===== src/amc_pkg.sv =====
package amc_pkg;

    // Serial frame geometry
    localparam int ADDR_W        = 6;
    localparam int DATA_W        = 8;
    localparam int FRAME_W       = 14;
    localparam int READ_FLAG_BIT = 4;
    localparam int NUM_SLOTS     = 15;
    localparam int SLOT_W        = 4;
    localparam int BIT_CNT_W     = 4;

    // Register addresses
    localparam logic [5:0] ADDR_SETUP_ONE     = 6'h01;
    localparam logic [5:0] ADDR_SETUP_TWO     = 6'h02;
    localparam logic [5:0] ADDR_SETUP_THREE   = 6'h03;
    localparam logic [5:0] ADDR_SOFT_RESET    = 6'h04;
    localparam logic [5:0] ADDR_SETUP_FOUR    = 6'h06;
    localparam logic [5:0] ADDR_REVISION_ID   = 6'h07;
    localparam logic [5:0] ADDR_SETUP_FIVE    = 6'h08;
    localparam logic [5:0] ADDR_TEST_ONE      = 6'h09;
    localparam logic [5:0] ADDR_SPARE_A       = 6'h0A;
    localparam logic [5:0] ADDR_SPARE_B       = 6'h0B;
    localparam logic [5:0] ADDR_SPARE_C       = 6'h0C;
    localparam logic [5:0] ADDR_OFFSET_RED    = 6'h20;
    localparam logic [5:0] ADDR_OFFSET_GREEN  = 6'h21;
    localparam logic [5:0] ADDR_OFFSET_BLUE   = 6'h22;
    localparam logic [5:0] ADDR_OFFSET_ALL    = 6'h23;
    localparam logic [5:0] ADDR_GAIN_RED      = 6'h28;
    localparam logic [5:0] ADDR_GAIN_GREEN    = 6'h29;
    localparam logic [5:0] ADDR_GAIN_BLUE     = 6'h2A;
    localparam logic [5:0] ADDR_GAIN_ALL      = 6'h2B;

    // Storage slots
    localparam logic [3:0] SLOT_SETUP_ONE    = 4'h0;
    localparam logic [3:0] SLOT_SETUP_TWO    = 4'h1;
    localparam logic [3:0] SLOT_SETUP_THREE  = 4'h2;
    localparam logic [3:0] SLOT_SETUP_FOUR   = 4'h3;
    localparam logic [3:0] SLOT_SETUP_FIVE   = 4'h4;
    localparam logic [3:0] SLOT_TEST_ONE     = 4'h5;
    localparam logic [3:0] SLOT_SPARE_A      = 4'h6;
    localparam logic [3:0] SLOT_SPARE_B      = 4'h7;
    localparam logic [3:0] SLOT_SPARE_C      = 4'h8;
    localparam logic [3:0] SLOT_OFFSET_RED   = 4'h9;
    localparam logic [3:0] SLOT_OFFSET_GREEN = 4'hA;
    localparam logic [3:0] SLOT_OFFSET_BLUE  = 4'hB;
    localparam logic [3:0] SLOT_GAIN_RED     = 4'hC;
    localparam logic [3:0] SLOT_GAIN_GREEN   = 4'hD;
    localparam logic [3:0] SLOT_GAIN_BLUE    = 4'hE;

    // Reset values, by slot
    localparam logic [7:0] RESET_VALUES [NUM_SLOTS] = '{
        8'h0F, 8'h23, 8'h1F, 8'h05, 8'h00, 8'h00, 8'h00, 8'h00,
        8'h00, 8'h80, 8'h80, 8'h80, 8'h00, 8'h00, 8'h00};

    // Field positions
    localparam int POWER_BIT       = 0;
    localparam int DSS_BIT         = 1;
    localparam int RANGE_LSB       = 4;
    localparam int MAX_SPEED_BIT   = 6;
    localparam int INVERT_BIT      = 2;
    localparam int EXT_REF_BIT     = 3;
    localparam int DAC_RANGE_BIT   = 5;
    localparam int LATENCY_LSB     = 6;
    localparam int CLAMP_CODE_LSB  = 0;
    localparam int RST_TIMING_LSB  = 4;
    localparam int CLAMP_EN_BIT    = 3;
    localparam int COLOUR_LSB      = 4;
    localparam int DETECT_BIT      = 0;
    localparam int SYNC_DELAY_LSB  = 1;
    localparam int SYNC_POL_BIT    = 4;
    localparam int TEST_CLOCK_BIT  = 7;

    // Master-clock periods per ADC clock
    localparam logic [1:0] ADC_PERIODS_NORMAL = 2'h2;
    localparam logic [1:0] ADC_PERIODS_FAST   = 2'h3;

    // ADC code for zero PGA input
    localparam logic [15:0] ZERO_CODE_MID = 16'h7FFF;
    localparam logic [15:0] ZERO_CODE_POS = 16'hFFFF;
    localparam logic [15:0] ZERO_CODE_NEG = 16'h0000;

    typedef enum logic [1:0] {
        RANGE_MID_A = 2'b00,
        RANGE_MID_B = 2'b01,
        RANGE_POS   = 2'b10,
        RANGE_NEG   = 2'b11
    } amc_range_type;

    typedef enum logic {
        RB_IDLE  = 1'b0,
        RB_SHIFT = 1'b1
    } amc_rb_state_type;

    typedef struct packed {
        logic                power_enable;
        logic                double_sampling_select;
        amc_range_type       adc_range_offset;
        logic                max_speed_select;
        logic                output_invert;
        logic                external_clamp_ref;
        logic                clamp_dac_range;
        logic [1:0]          output_latency;
        logic [3:0]          clamp_dac_code;
        logic [1:0]          reset_sample_timing;
        logic                clamp_enable;
        logic [1:0]          colour_select;
        logic                sync_detect_enable;
        logic [2:0]          sync_pulse_delay;
        logic                sync_edge_polarity;
        logic                test_clock_bit;
        logic [7:0]          offset_code_red;
        logic [7:0]          offset_code_green;
        logic [7:0]          offset_code_blue;
        logic [7:0]          gain_code_red;
        logic [7:0]          gain_code_green;
        logic [7:0]          gain_code_blue;
    } amc_cfg_type;

    // Address to storage slot; valid low for unmapped
    function automatic logic [4:0] slot_lookup(input logic [5:0] addr);
        logic [4:0] res;
        res = 5'h00;
        if (addr == ADDR_SETUP_ONE) res = {1'b1, SLOT_SETUP_ONE};
        else if (addr == ADDR_SETUP_TWO) res = {1'b1, SLOT_SETUP_TWO};
        else if (addr == ADDR_SETUP_THREE) res = {1'b1, SLOT_SETUP_THREE};
        else if (addr == ADDR_SETUP_FOUR) res = {1'b1, SLOT_SETUP_FOUR};
        else if (addr == ADDR_SETUP_FIVE) res = {1'b1, SLOT_SETUP_FIVE};
        else if (addr == ADDR_TEST_ONE) res = {1'b1, SLOT_TEST_ONE};
        else if (addr == ADDR_SPARE_A) res = {1'b1, SLOT_SPARE_A};
        else if (addr == ADDR_SPARE_B) res = {1'b1, SLOT_SPARE_B};
        else if (addr == ADDR_SPARE_C) res = {1'b1, SLOT_SPARE_C};
        else if (addr == ADDR_OFFSET_RED) res = {1'b1, SLOT_OFFSET_RED};
        else if (addr == ADDR_OFFSET_GREEN) res = {1'b1, SLOT_OFFSET_GREEN};
        else if (addr == ADDR_OFFSET_BLUE) res = {1'b1, SLOT_OFFSET_BLUE};
        else if (addr == ADDR_GAIN_RED) res = {1'b1, SLOT_GAIN_RED};
        else if (addr == ADDR_GAIN_GREEN) res = {1'b1, SLOT_GAIN_GREEN};
        else if (addr == ADDR_GAIN_BLUE) res = {1'b1, SLOT_GAIN_BLUE};
        return res;
    endfunction : slot_lookup

endpackage : amc_pkg


===== src/amc_regs.sv =====
// What this block does
// - Timing and output latency do not depend on double sampling select.
// - Host writes 8-bit codes to six-bit addresses over the serial port.
// - Registers reset to 0F, 23, 1F, 05, 00, offsets 80, gains 00.
// - Setup one bit 0 is power enable; clear powers down, resets to one.
// - Setup one bit 1 selects double sampling versus clamp-referenced sampling; resets one.
// - Setup one bits 5:4 pick mid, full positive or full negative zero code.
// - Setup one bit 6 marks maximum speed mode only; resets to zero.
// - Setup two bit 2 inverts output code polarity; resets to zero.
// - Setup two bit 3 powers down clamp DAC, output high impedance.
// - Six address bits then eight data bits, MSB first, strobe commits.
// - Any write to the soft reset address restores all register defaults.
// - Address bit 4 set requests read-back, shifted out MSB first on falling edges.
// - Setup two bits 7:6 delay output by zero to three ADC clocks.
`timescale 1ns/1ps
`default_nettype none

module amc_regs
    import amc_pkg::*;
#(
    parameter logic [7:0] REVISION_VALUE = 8'h5A  // Arbitrary identification value
) (
    // Clock and reset
    input  wire logic        mclk,
    input  wire logic        srst,
    // Serial control pins
    input  wire logic        sclk,
    input  wire logic        serial_in,
    input  wire logic        serial_strobe,
    output logic             serial_out,
    output logic             readback_active,
    // Operating mode strap
    input  wire logic        fast_mode,
    // Configuration
    output amc_cfg_type      cfg,
    output logic             power_down,
    output logic             clamp_dac_hiz,
    output logic [3:0]       latency_mclk,
    output logic [15:0]      zero_input_code,
    output logic             config_conflict
);

    logic [3:0]            pin_level;
    logic [3:0]            pin_rise;
    logic [3:0]            pin_fall;
    logic                  sclk_rise;
    logic                  sclk_fall;
    logic                  strobe_rise;
    logic                  data_bit;
    logic                  fast_level;
    logic                  commit_write;
    logic                  commit_read;
    logic                  load_defaults;

    // Frame
    logic [FRAME_W-1:0]    frame_reg;
    logic [7:0]            regs_reg [NUM_SLOTS];

    // Decode
    logic [ADDR_W-1:0]     frame_addr;
    logic [DATA_W-1:0]     frame_data;
    logic [ADDR_W-1:0]     target_addr;
    logic [4:0]            target_slot;
    logic                  is_read;
    logic                  is_soft_reset;
    logic [7:0]            read_value;

    // Read-back
    amc_rb_state_type      rb_state_reg;
    amc_rb_state_type      rb_state_next;
    logic [7:0]            rb_shift_reg;
    logic [BIT_CNT_W-1:0]  rb_count_reg;
    logic                  serial_out_reg;
    logic                  conflict_cds_max;
    logic                  conflict_mode_bit;
    logic                  conflict_fast_timing;

    // Pin synchronisers
    amc_pin_sync #(
        .WIDTH(4)
    ) u_pin_sync (
        .mclk      (mclk),
        .srst      (srst),
        .pin_async ({fast_mode, serial_strobe, serial_in, sclk}),
        .pin_level (pin_level),
        .pin_rise  (pin_rise),
        .pin_fall  (pin_fall)
    );

    assign sclk_rise   = pin_rise[0];
    assign sclk_fall   = pin_fall[0];
    assign data_bit    = pin_level[1];
    assign strobe_rise = pin_rise[2];
    assign fast_level  = pin_level[3];

    // Frame shift on rising serial clock
    always_ff @(posedge mclk) begin
        if (srst) begin
            frame_reg <= '0;
        end else if (sclk_rise) begin
            frame_reg <= {frame_reg[FRAME_W-2:0], data_bit};
        end
    end

    // Frame decode
    assign frame_addr    = frame_reg[FRAME_W-1:DATA_W];
    assign frame_data    = frame_reg[DATA_W-1:0];
    assign is_read       = frame_addr[READ_FLAG_BIT];
    assign target_addr   = frame_addr & ~(6'h01 << READ_FLAG_BIT);
    assign target_slot   = slot_lookup(target_addr);
    assign is_soft_reset = !is_read && (frame_addr == ADDR_SOFT_RESET);

    // Commit strobes
    assign commit_write  = strobe_rise && !is_read;
    assign commit_read   = strobe_rise && is_read;
    assign load_defaults = srst || (strobe_rise && is_soft_reset);

    // Register storage
    always_ff @(posedge mclk) begin
        if (load_defaults) begin
            for (int i = 0; i < NUM_SLOTS; i++) begin
                regs_reg[i] <= RESET_VALUES[i];
            end
        end else if (commit_write) begin
            if (target_addr == ADDR_OFFSET_ALL) begin
                regs_reg[SLOT_OFFSET_RED]   <= frame_data;
                regs_reg[SLOT_OFFSET_GREEN] <= frame_data;
                regs_reg[SLOT_OFFSET_BLUE]  <= frame_data;
            end else if (target_addr == ADDR_GAIN_ALL) begin
                regs_reg[SLOT_GAIN_RED]   <= frame_data;
                regs_reg[SLOT_GAIN_GREEN] <= frame_data;
                regs_reg[SLOT_GAIN_BLUE]  <= frame_data;
            end else if (target_slot[4]) begin
                regs_reg[target_slot[3:0]] <= frame_data;
            end
        end
    end

    // Read-back source
    always_comb begin
        if (target_addr == ADDR_REVISION_ID) begin
            read_value = REVISION_VALUE;
        end else if (target_slot[4]) begin
            read_value = regs_reg[target_slot[3:0]];
        end else begin
            read_value = 8'h00;
        end
    end

    // Read-back state
    always_comb begin
        rb_state_next = rb_state_reg;
        case (rb_state_reg)
            RB_IDLE: begin
                if (commit_read) begin
                    rb_state_next = RB_SHIFT;
                end
            end
            RB_SHIFT: begin
                if (sclk_fall && rb_count_reg == 4'h0) begin
                    rb_state_next = RB_IDLE;
                end
            end
            default: begin
                rb_state_next = RB_IDLE;
            end
        endcase
    end

    always_ff @(posedge mclk) begin
        if (srst) begin
            rb_state_reg <= RB_IDLE;
        end else begin
            rb_state_reg <= rb_state_next;
        end
    end

    // Read-back shifter, MSB first on falling serial clock
    always_ff @(posedge mclk) begin
        if (srst) begin
            rb_shift_reg   <= 8'h00;
            rb_count_reg   <= 4'h0;
            serial_out_reg <= 1'b0;
        end else if (commit_read) begin
            rb_shift_reg   <= read_value;
            rb_count_reg   <= 4'h8;
            serial_out_reg <= 1'b0;
        end else if (rb_state_reg == RB_SHIFT && sclk_fall) begin
            if (rb_count_reg != 4'h0) begin
                serial_out_reg <= rb_shift_reg[7];
                rb_shift_reg   <= {rb_shift_reg[6:0], 1'b0};
                rb_count_reg   <= rb_count_reg - 4'h1;
            end else begin
                serial_out_reg <= 1'b0;
            end
        end
    end

    assign serial_out      = serial_out_reg;
    assign readback_active = (rb_state_reg == RB_SHIFT);

    // Field map
    always_comb begin
        cfg.power_enable           = regs_reg[SLOT_SETUP_ONE][POWER_BIT];
        cfg.double_sampling_select = regs_reg[SLOT_SETUP_ONE][DSS_BIT];
        cfg.adc_range_offset       = amc_range_type'(regs_reg[SLOT_SETUP_ONE][RANGE_LSB +: 2]);
        cfg.max_speed_select       = regs_reg[SLOT_SETUP_ONE][MAX_SPEED_BIT];
        cfg.output_invert          = regs_reg[SLOT_SETUP_TWO][INVERT_BIT];
        cfg.external_clamp_ref     = regs_reg[SLOT_SETUP_TWO][EXT_REF_BIT];
        cfg.clamp_dac_range        = regs_reg[SLOT_SETUP_TWO][DAC_RANGE_BIT];
        cfg.output_latency         = regs_reg[SLOT_SETUP_TWO][LATENCY_LSB +: 2];
        cfg.clamp_dac_code         = regs_reg[SLOT_SETUP_THREE][CLAMP_CODE_LSB +: 4];
        cfg.reset_sample_timing    = regs_reg[SLOT_SETUP_THREE][RST_TIMING_LSB +: 2];
        cfg.clamp_enable           = regs_reg[SLOT_SETUP_FOUR][CLAMP_EN_BIT];
        cfg.colour_select          = regs_reg[SLOT_SETUP_FOUR][COLOUR_LSB +: 2];
        cfg.sync_detect_enable     = regs_reg[SLOT_SETUP_FIVE][DETECT_BIT];
        cfg.sync_pulse_delay       = regs_reg[SLOT_SETUP_FIVE][SYNC_DELAY_LSB +: 3];
        cfg.sync_edge_polarity     = regs_reg[SLOT_SETUP_FIVE][SYNC_POL_BIT];
        cfg.test_clock_bit         = regs_reg[SLOT_TEST_ONE][TEST_CLOCK_BIT];
        cfg.offset_code_red        = regs_reg[SLOT_OFFSET_RED];
        cfg.offset_code_green      = regs_reg[SLOT_OFFSET_GREEN];
        cfg.offset_code_blue       = regs_reg[SLOT_OFFSET_BLUE];
        cfg.gain_code_red          = regs_reg[SLOT_GAIN_RED];
        cfg.gain_code_green        = regs_reg[SLOT_GAIN_GREEN];
        cfg.gain_code_blue         = regs_reg[SLOT_GAIN_BLUE];
    end

    // Derived controls
    logic [15:0] range_code;
    logic [1:0]  adc_periods;
    logic [3:0]  latency_next;

    always_comb begin
        case (cfg.adc_range_offset)
            RANGE_POS: range_code = ZERO_CODE_POS;
            RANGE_NEG: range_code = ZERO_CODE_NEG;
            default:   range_code = ZERO_CODE_MID;
        endcase
    end

    // ADC period length depends on mode only, never on sampling scheme
    assign adc_periods  = fast_level ? ADC_PERIODS_FAST : ADC_PERIODS_NORMAL;
    assign latency_next = 4'(cfg.output_latency * adc_periods);

    // Settings that the selected mode forbids
    assign conflict_cds_max     = cfg.max_speed_select && cfg.double_sampling_select;
    assign conflict_mode_bit    = cfg.max_speed_select && fast_level;
    assign conflict_fast_timing = fast_level && cfg.double_sampling_select
                                  && cfg.reset_sample_timing != 2'b00;

    // Power state
    always_ff @(posedge mclk) begin
        if (srst) begin
            power_down <= 1'b0;
        end else begin
            power_down <= ~cfg.power_enable;
        end
    end

    // Clamp reference
    always_ff @(posedge mclk) begin
        if (srst) begin
            clamp_dac_hiz <= 1'b0;
        end else begin
            clamp_dac_hiz <= cfg.external_clamp_ref;
        end
    end

    // Output latency
    always_ff @(posedge mclk) begin
        if (srst) begin
            latency_mclk <= 4'h0;
        end else begin
            latency_mclk <= latency_next;
        end
    end

    // Zero-input code
    always_ff @(posedge mclk) begin
        if (srst) begin
            zero_input_code <= ZERO_CODE_MID;
        end else begin
            zero_input_code <= cfg.output_invert ? ~range_code : range_code;
        end
    end

    // Mode conflict
    always_ff @(posedge mclk) begin
        if (srst) begin
            config_conflict <= 1'b0;
        end else begin
            config_conflict <= conflict_cds_max || conflict_mode_bit || conflict_fast_timing;
        end
    end

endmodule : amc_regs

`default_nettype wire


===== src/amc_pin_sync.sv =====
`timescale 1ns/1ps
`default_nettype none

module amc_pin_sync #(
    parameter int WIDTH = 1
) (
    // Clock and reset
    input  wire logic             mclk,
    input  wire logic             srst,
    // Asynchronous pins
    input  wire logic [WIDTH-1:0] pin_async,
    // Synchronised level and edges
    output logic      [WIDTH-1:0] pin_level,
    output logic      [WIDTH-1:0] pin_rise,
    output logic      [WIDTH-1:0] pin_fall
);

    logic [WIDTH-1:0] stage_one_reg;
    logic [WIDTH-1:0] stage_two_reg;
    logic [WIDTH-1:0] stage_three_reg;

    // Two-flop synchroniser plus edge history; unreset so idle-high pins give no edge at release
    always_ff @(posedge mclk) begin
        stage_one_reg   <= pin_async;
        stage_two_reg   <= stage_one_reg;
        stage_three_reg <= stage_two_reg;
    end

    assign pin_level = stage_two_reg;
    assign pin_rise  = {WIDTH{~srst}} & stage_two_reg & ~stage_three_reg;
    assign pin_fall  = {WIDTH{~srst}} & ~stage_two_reg & stage_three_reg;

endmodule : amc_pin_sync

`default_nettype wire


===== config.mk =====
export PLATFORM = sky130hd
export DESIGN_NAME = amc_regs
export DESIGN_NICKNAME = d
export VERILOG_FILES = /design/src/amc_pkg.sv /design/src/amc_regs.sv /design/src/amc_pin_sync.sv
export SDC_FILE = /design/constraint.sdc
export NUM_CORES = 1
export LEC_CHECK = 0
export BUFFER_PORTS_ARGS = -buffer_cell sky130_fd_sc_hd__clkbuf_2
export CAP_MARGIN = 25
export CORE_UTILIZATION = 55
export DETAILED_ROUTE_END_ITERATION = 12
export GPL_ROUTABILITY_DRIVEN = 0
export PLACE_DENSITY = 0.81
export SLEW_MARGIN = 20
export SYNTH_ARGS = -nofsm -noshare
export SYNTH_HDL_FRONTEND = slang
export SYNTH_SLANG_ARGS = --single-unit
export TNS_END_PERCENT = 100

===== constraint.sdc =====
create_clock -name mclk -period 7.1 [get_ports mclk]
set_input_delay 0.355 -clock mclk [delete_from_list [all_inputs] [get_ports mclk]]
set_output_delay 0.355 -clock mclk [all_outputs]
set_load 0.05 [all_outputs]

==> out/results.tsv <==
stage	metric	value	unit
run_status	outcome	completed	
timing	fmax	322	MHz
cts	clock_latency	0.44	ns
global_route	antenna_found_initial	0	
synth	syn_area	7890	µm²
synth	async_flop_share	0	
detailed_routing	routed_via_density	6.27	
synth	yosysSeqAreaShare	0.591	
global_route	grt-ovfl-total	0	
finish	fillers	1020	
power_and_ir_drop	power.leakage	0.00321	µW
timing	min_period_over_period	0.437	
cts	cts.clk_slew.worst_paths	0.06	ns
detailed_routing	drt_iter0_markers	605	
power_and_ir_drop	p_per_area	252	nW/µm²
cts	cts.sinks	171	
timing	worstMarginPinSlew	1.07	ns
global_route	grt_pass1_wl	31800	µm
critical_path	reg2regPathDepth	5	
critical_path	timing.rr.start	frame_reg[10]$_SDFFE_PP0P_	
floorplan	num_io_pins	104	
timing	finalSetupTns	0	ns
detailed_routing	drc	0	
timing	setup_violations	0	
floorplan	fp.dieH	122	µm
synth	syn_avg_cell_area	11.2	µm²
min_path	worstHoldEndpoint	u_pin_sync.stage_one_reg[3]$_DFF_P_	
synth	ys_types	70	
placement	portBuffers	103	
critical_path	startpoint	frame_reg[10]$_SDFFE_PP0P_	
finish	utilization	0.630	
finish	diodes	0	
cts	htreeDepth	4	
floorplan	start_util	0.566	
detailed_routing	vias	5952	
placement	hpwl	14200	µm
finish	drive_above_1_share	0.203	
detailed_routing	route.detailed.wl_per_inst	22.0	µm
placement	dpl_cell_area	8170	µm²
global_route	grt_use_total	0.295	
finish	largest_reg_flops	124	
finish	nets	767	
timing	post-route-min-period	3.11	ns
power_and_ir_drop	irDropWorstVdd	0.000203	V
global_route	grt_max_degree	39	
synth	yosys_warnings	0	
timing	slew_headroom	0.281	
critical_path	worst_ep_required_time	7.17	ns
synth	synth-edff-count	124	
detailed_routing	routed_wl	20900	µm
floorplan	rows	43	
finish	mostFrequentLayoutCells	124 x edfxtp_1, 107 x and2_1, 105 x clkbuf_2, 58 x nand2_1, 47 x dfxtp_1	
critical_path	timing.rr.end	regs_reg[11][7]$_DFFE_PP_	
cts	numCtsBuffers	17	
synth	synthFlopType	edfxtp_1	
critical_path	critPathKind	reg -> reg	
timing	skew	0.00972	ns
cts	post_cts_buffers	0	
min_path	worstHoldStart	fast_mode	
floorplan	core-area	13900	µm²
critical_path	cp-start-kind	flop	
global_route	first_global_vias	5497	
floorplan	die_area	14800	µm²
detailed_routing	drtAntennaViolNets	0	
flow_run	drv_cap	0	
cts	ctsResizeCount	0	
cts	cts-root-buf	clkbuf_16	
min_path	min_path_cells	1	
finish	layout.cells.most_common	edfxtp_1	
critical_path	reg2reg_slack	3.99	ns
min_path	hp-class	in -> reg	
cts	ctsLongestPathBuffers	2	
finish	area_delta_synth_final	11.3	%
critical_path	path_max_fanout	19	
critical_path	cp_data_arrival_time	3.17	ns
cts	cts_tree	done	
floorplan	fp.dieW	122	µm
critical_path	cp-end-kind	flop	
synth	syn_inst	706	
cts	cts_hold_buf	0	
timing	rsz0062_at_grt	no	
detailed_routing	dr.pass1.iters	7	
finish	final_cell_area	8780	µm²
timing	drv_slew	0	
timing	hold_viol	0	
synth	synth_seq_cells	171	
-- through the flow --
step	worst slack (ns)	std cells	hold WS, ns	power (µW)
finish	3.99	949	0.0189	2210
global route	3.82	949	0.00669	2270
CTS	3.74	943	0.0147	2210
detailed placement	3.67	913	0.312	1310
global placement	3.93	913	0.310	1310
floorplan	4.66	709	0.310	1270
-- routing by layer --
layer | global-route usage | part of all wire | up-vias
met5 | 0 | 0 | -
met4 | 0.124 | 0.037 | 0
met3 | 0.0768 | 0.11 | 73
met2 | 0.447 | 0.48 | 424
met1 | 0.402 | 0.37 | 2842
li1 | - | - | 2613
-- worst max path at each step --
stage                                         endpoint  slack (ns)  cells after the start
after floorplan           regs_reg[4][0]$_SDFFCE_PN0P_        4.66                      7
after global placement    regs_reg[3][6]$_SDFFCE_PN0P_        3.93                      4
after detailed placement  regs_reg[2][6]$_SDFFCE_PN0P_        3.67                      4
after CTS                     regs_reg[9][6]$_DFFE_PP_        3.74                      5
after global routing          regs_reg[9][5]$_DFFE_PP_        3.82                      5
final                        regs_reg[11][7]$_DFFE_PP_        3.99                      5
-- power breakdown --
group,total (µW),switching [µW],internal [µW]
Sequential,1140,30.6,1110
Combinational,154,127,26.6
Clock,922,375,547
Total,2210,533,1680
-- area by class of cell --
type	count	area, µm²	share of cell area
inverter	5	18.8	0.00214
timing repair buffer	113	576	0.0655
sequential	171	4660	0.531
tap	180	225	0.0256
clock inverter	12	149	0.0170
clock buffer	18	429	0.0489
multi-input combinational	450	2720	0.310
-- cells in the mapped netlist (5+ instances only) --
cell type / number / area [µm²]
nor2_1: 40 / 150
or3_1: 17 / 106
nor2b_1: 7 / 43.8
buf_2: 9 / 45.0
o32ai_1: 6 / 52.6
o31ai_1: 6 / 45.0
nand2_1: 58 / 218
dfxtp_1: 47 / 941
o22ai_1: 40 / 250
inv_1: 5 / 18.8
and2_1: 107 / 669
o21ai_0: 34 / 170
nand2b_1: 10 / 62.6
a21oi_1: 30 / 150
edfxtp_1: 124 / 3720
nand3_1: 9 / 45.0
clkbuf_1: 25 / 93.8
buf_4: 45 / 338
-- critical path, stage by stage, from the launching register on --
cell	delay [ns]
dfxtp_1	0.77
inv_1	0.30
o32a_1	0.41
o32ai_2	0.36
nand2_2	0.26
o21ai_1	0.64
-- cell families (layout without fill, tap and decap cells) --
kind of cell | Yosys count | in the layout | synth area share
other | 1 | 4 | 0.000475
adder cells (fa/ha/maj) | 3 | 3 | 0.00476
AND/OR/NAND/NOR | 281 | 281 | 0.199
multiplexers | 1 | 1 | 0.00190
XOR/XNOR | 7 | 7 | 0.00777
buffers and inverters | 88 | 148 | 0.0675
AO/OA/AOI/OAI | 154 | 154 | 0.128
flip-flops | 171 | 171 | 0.591
(Power assumes the default switching activity.)
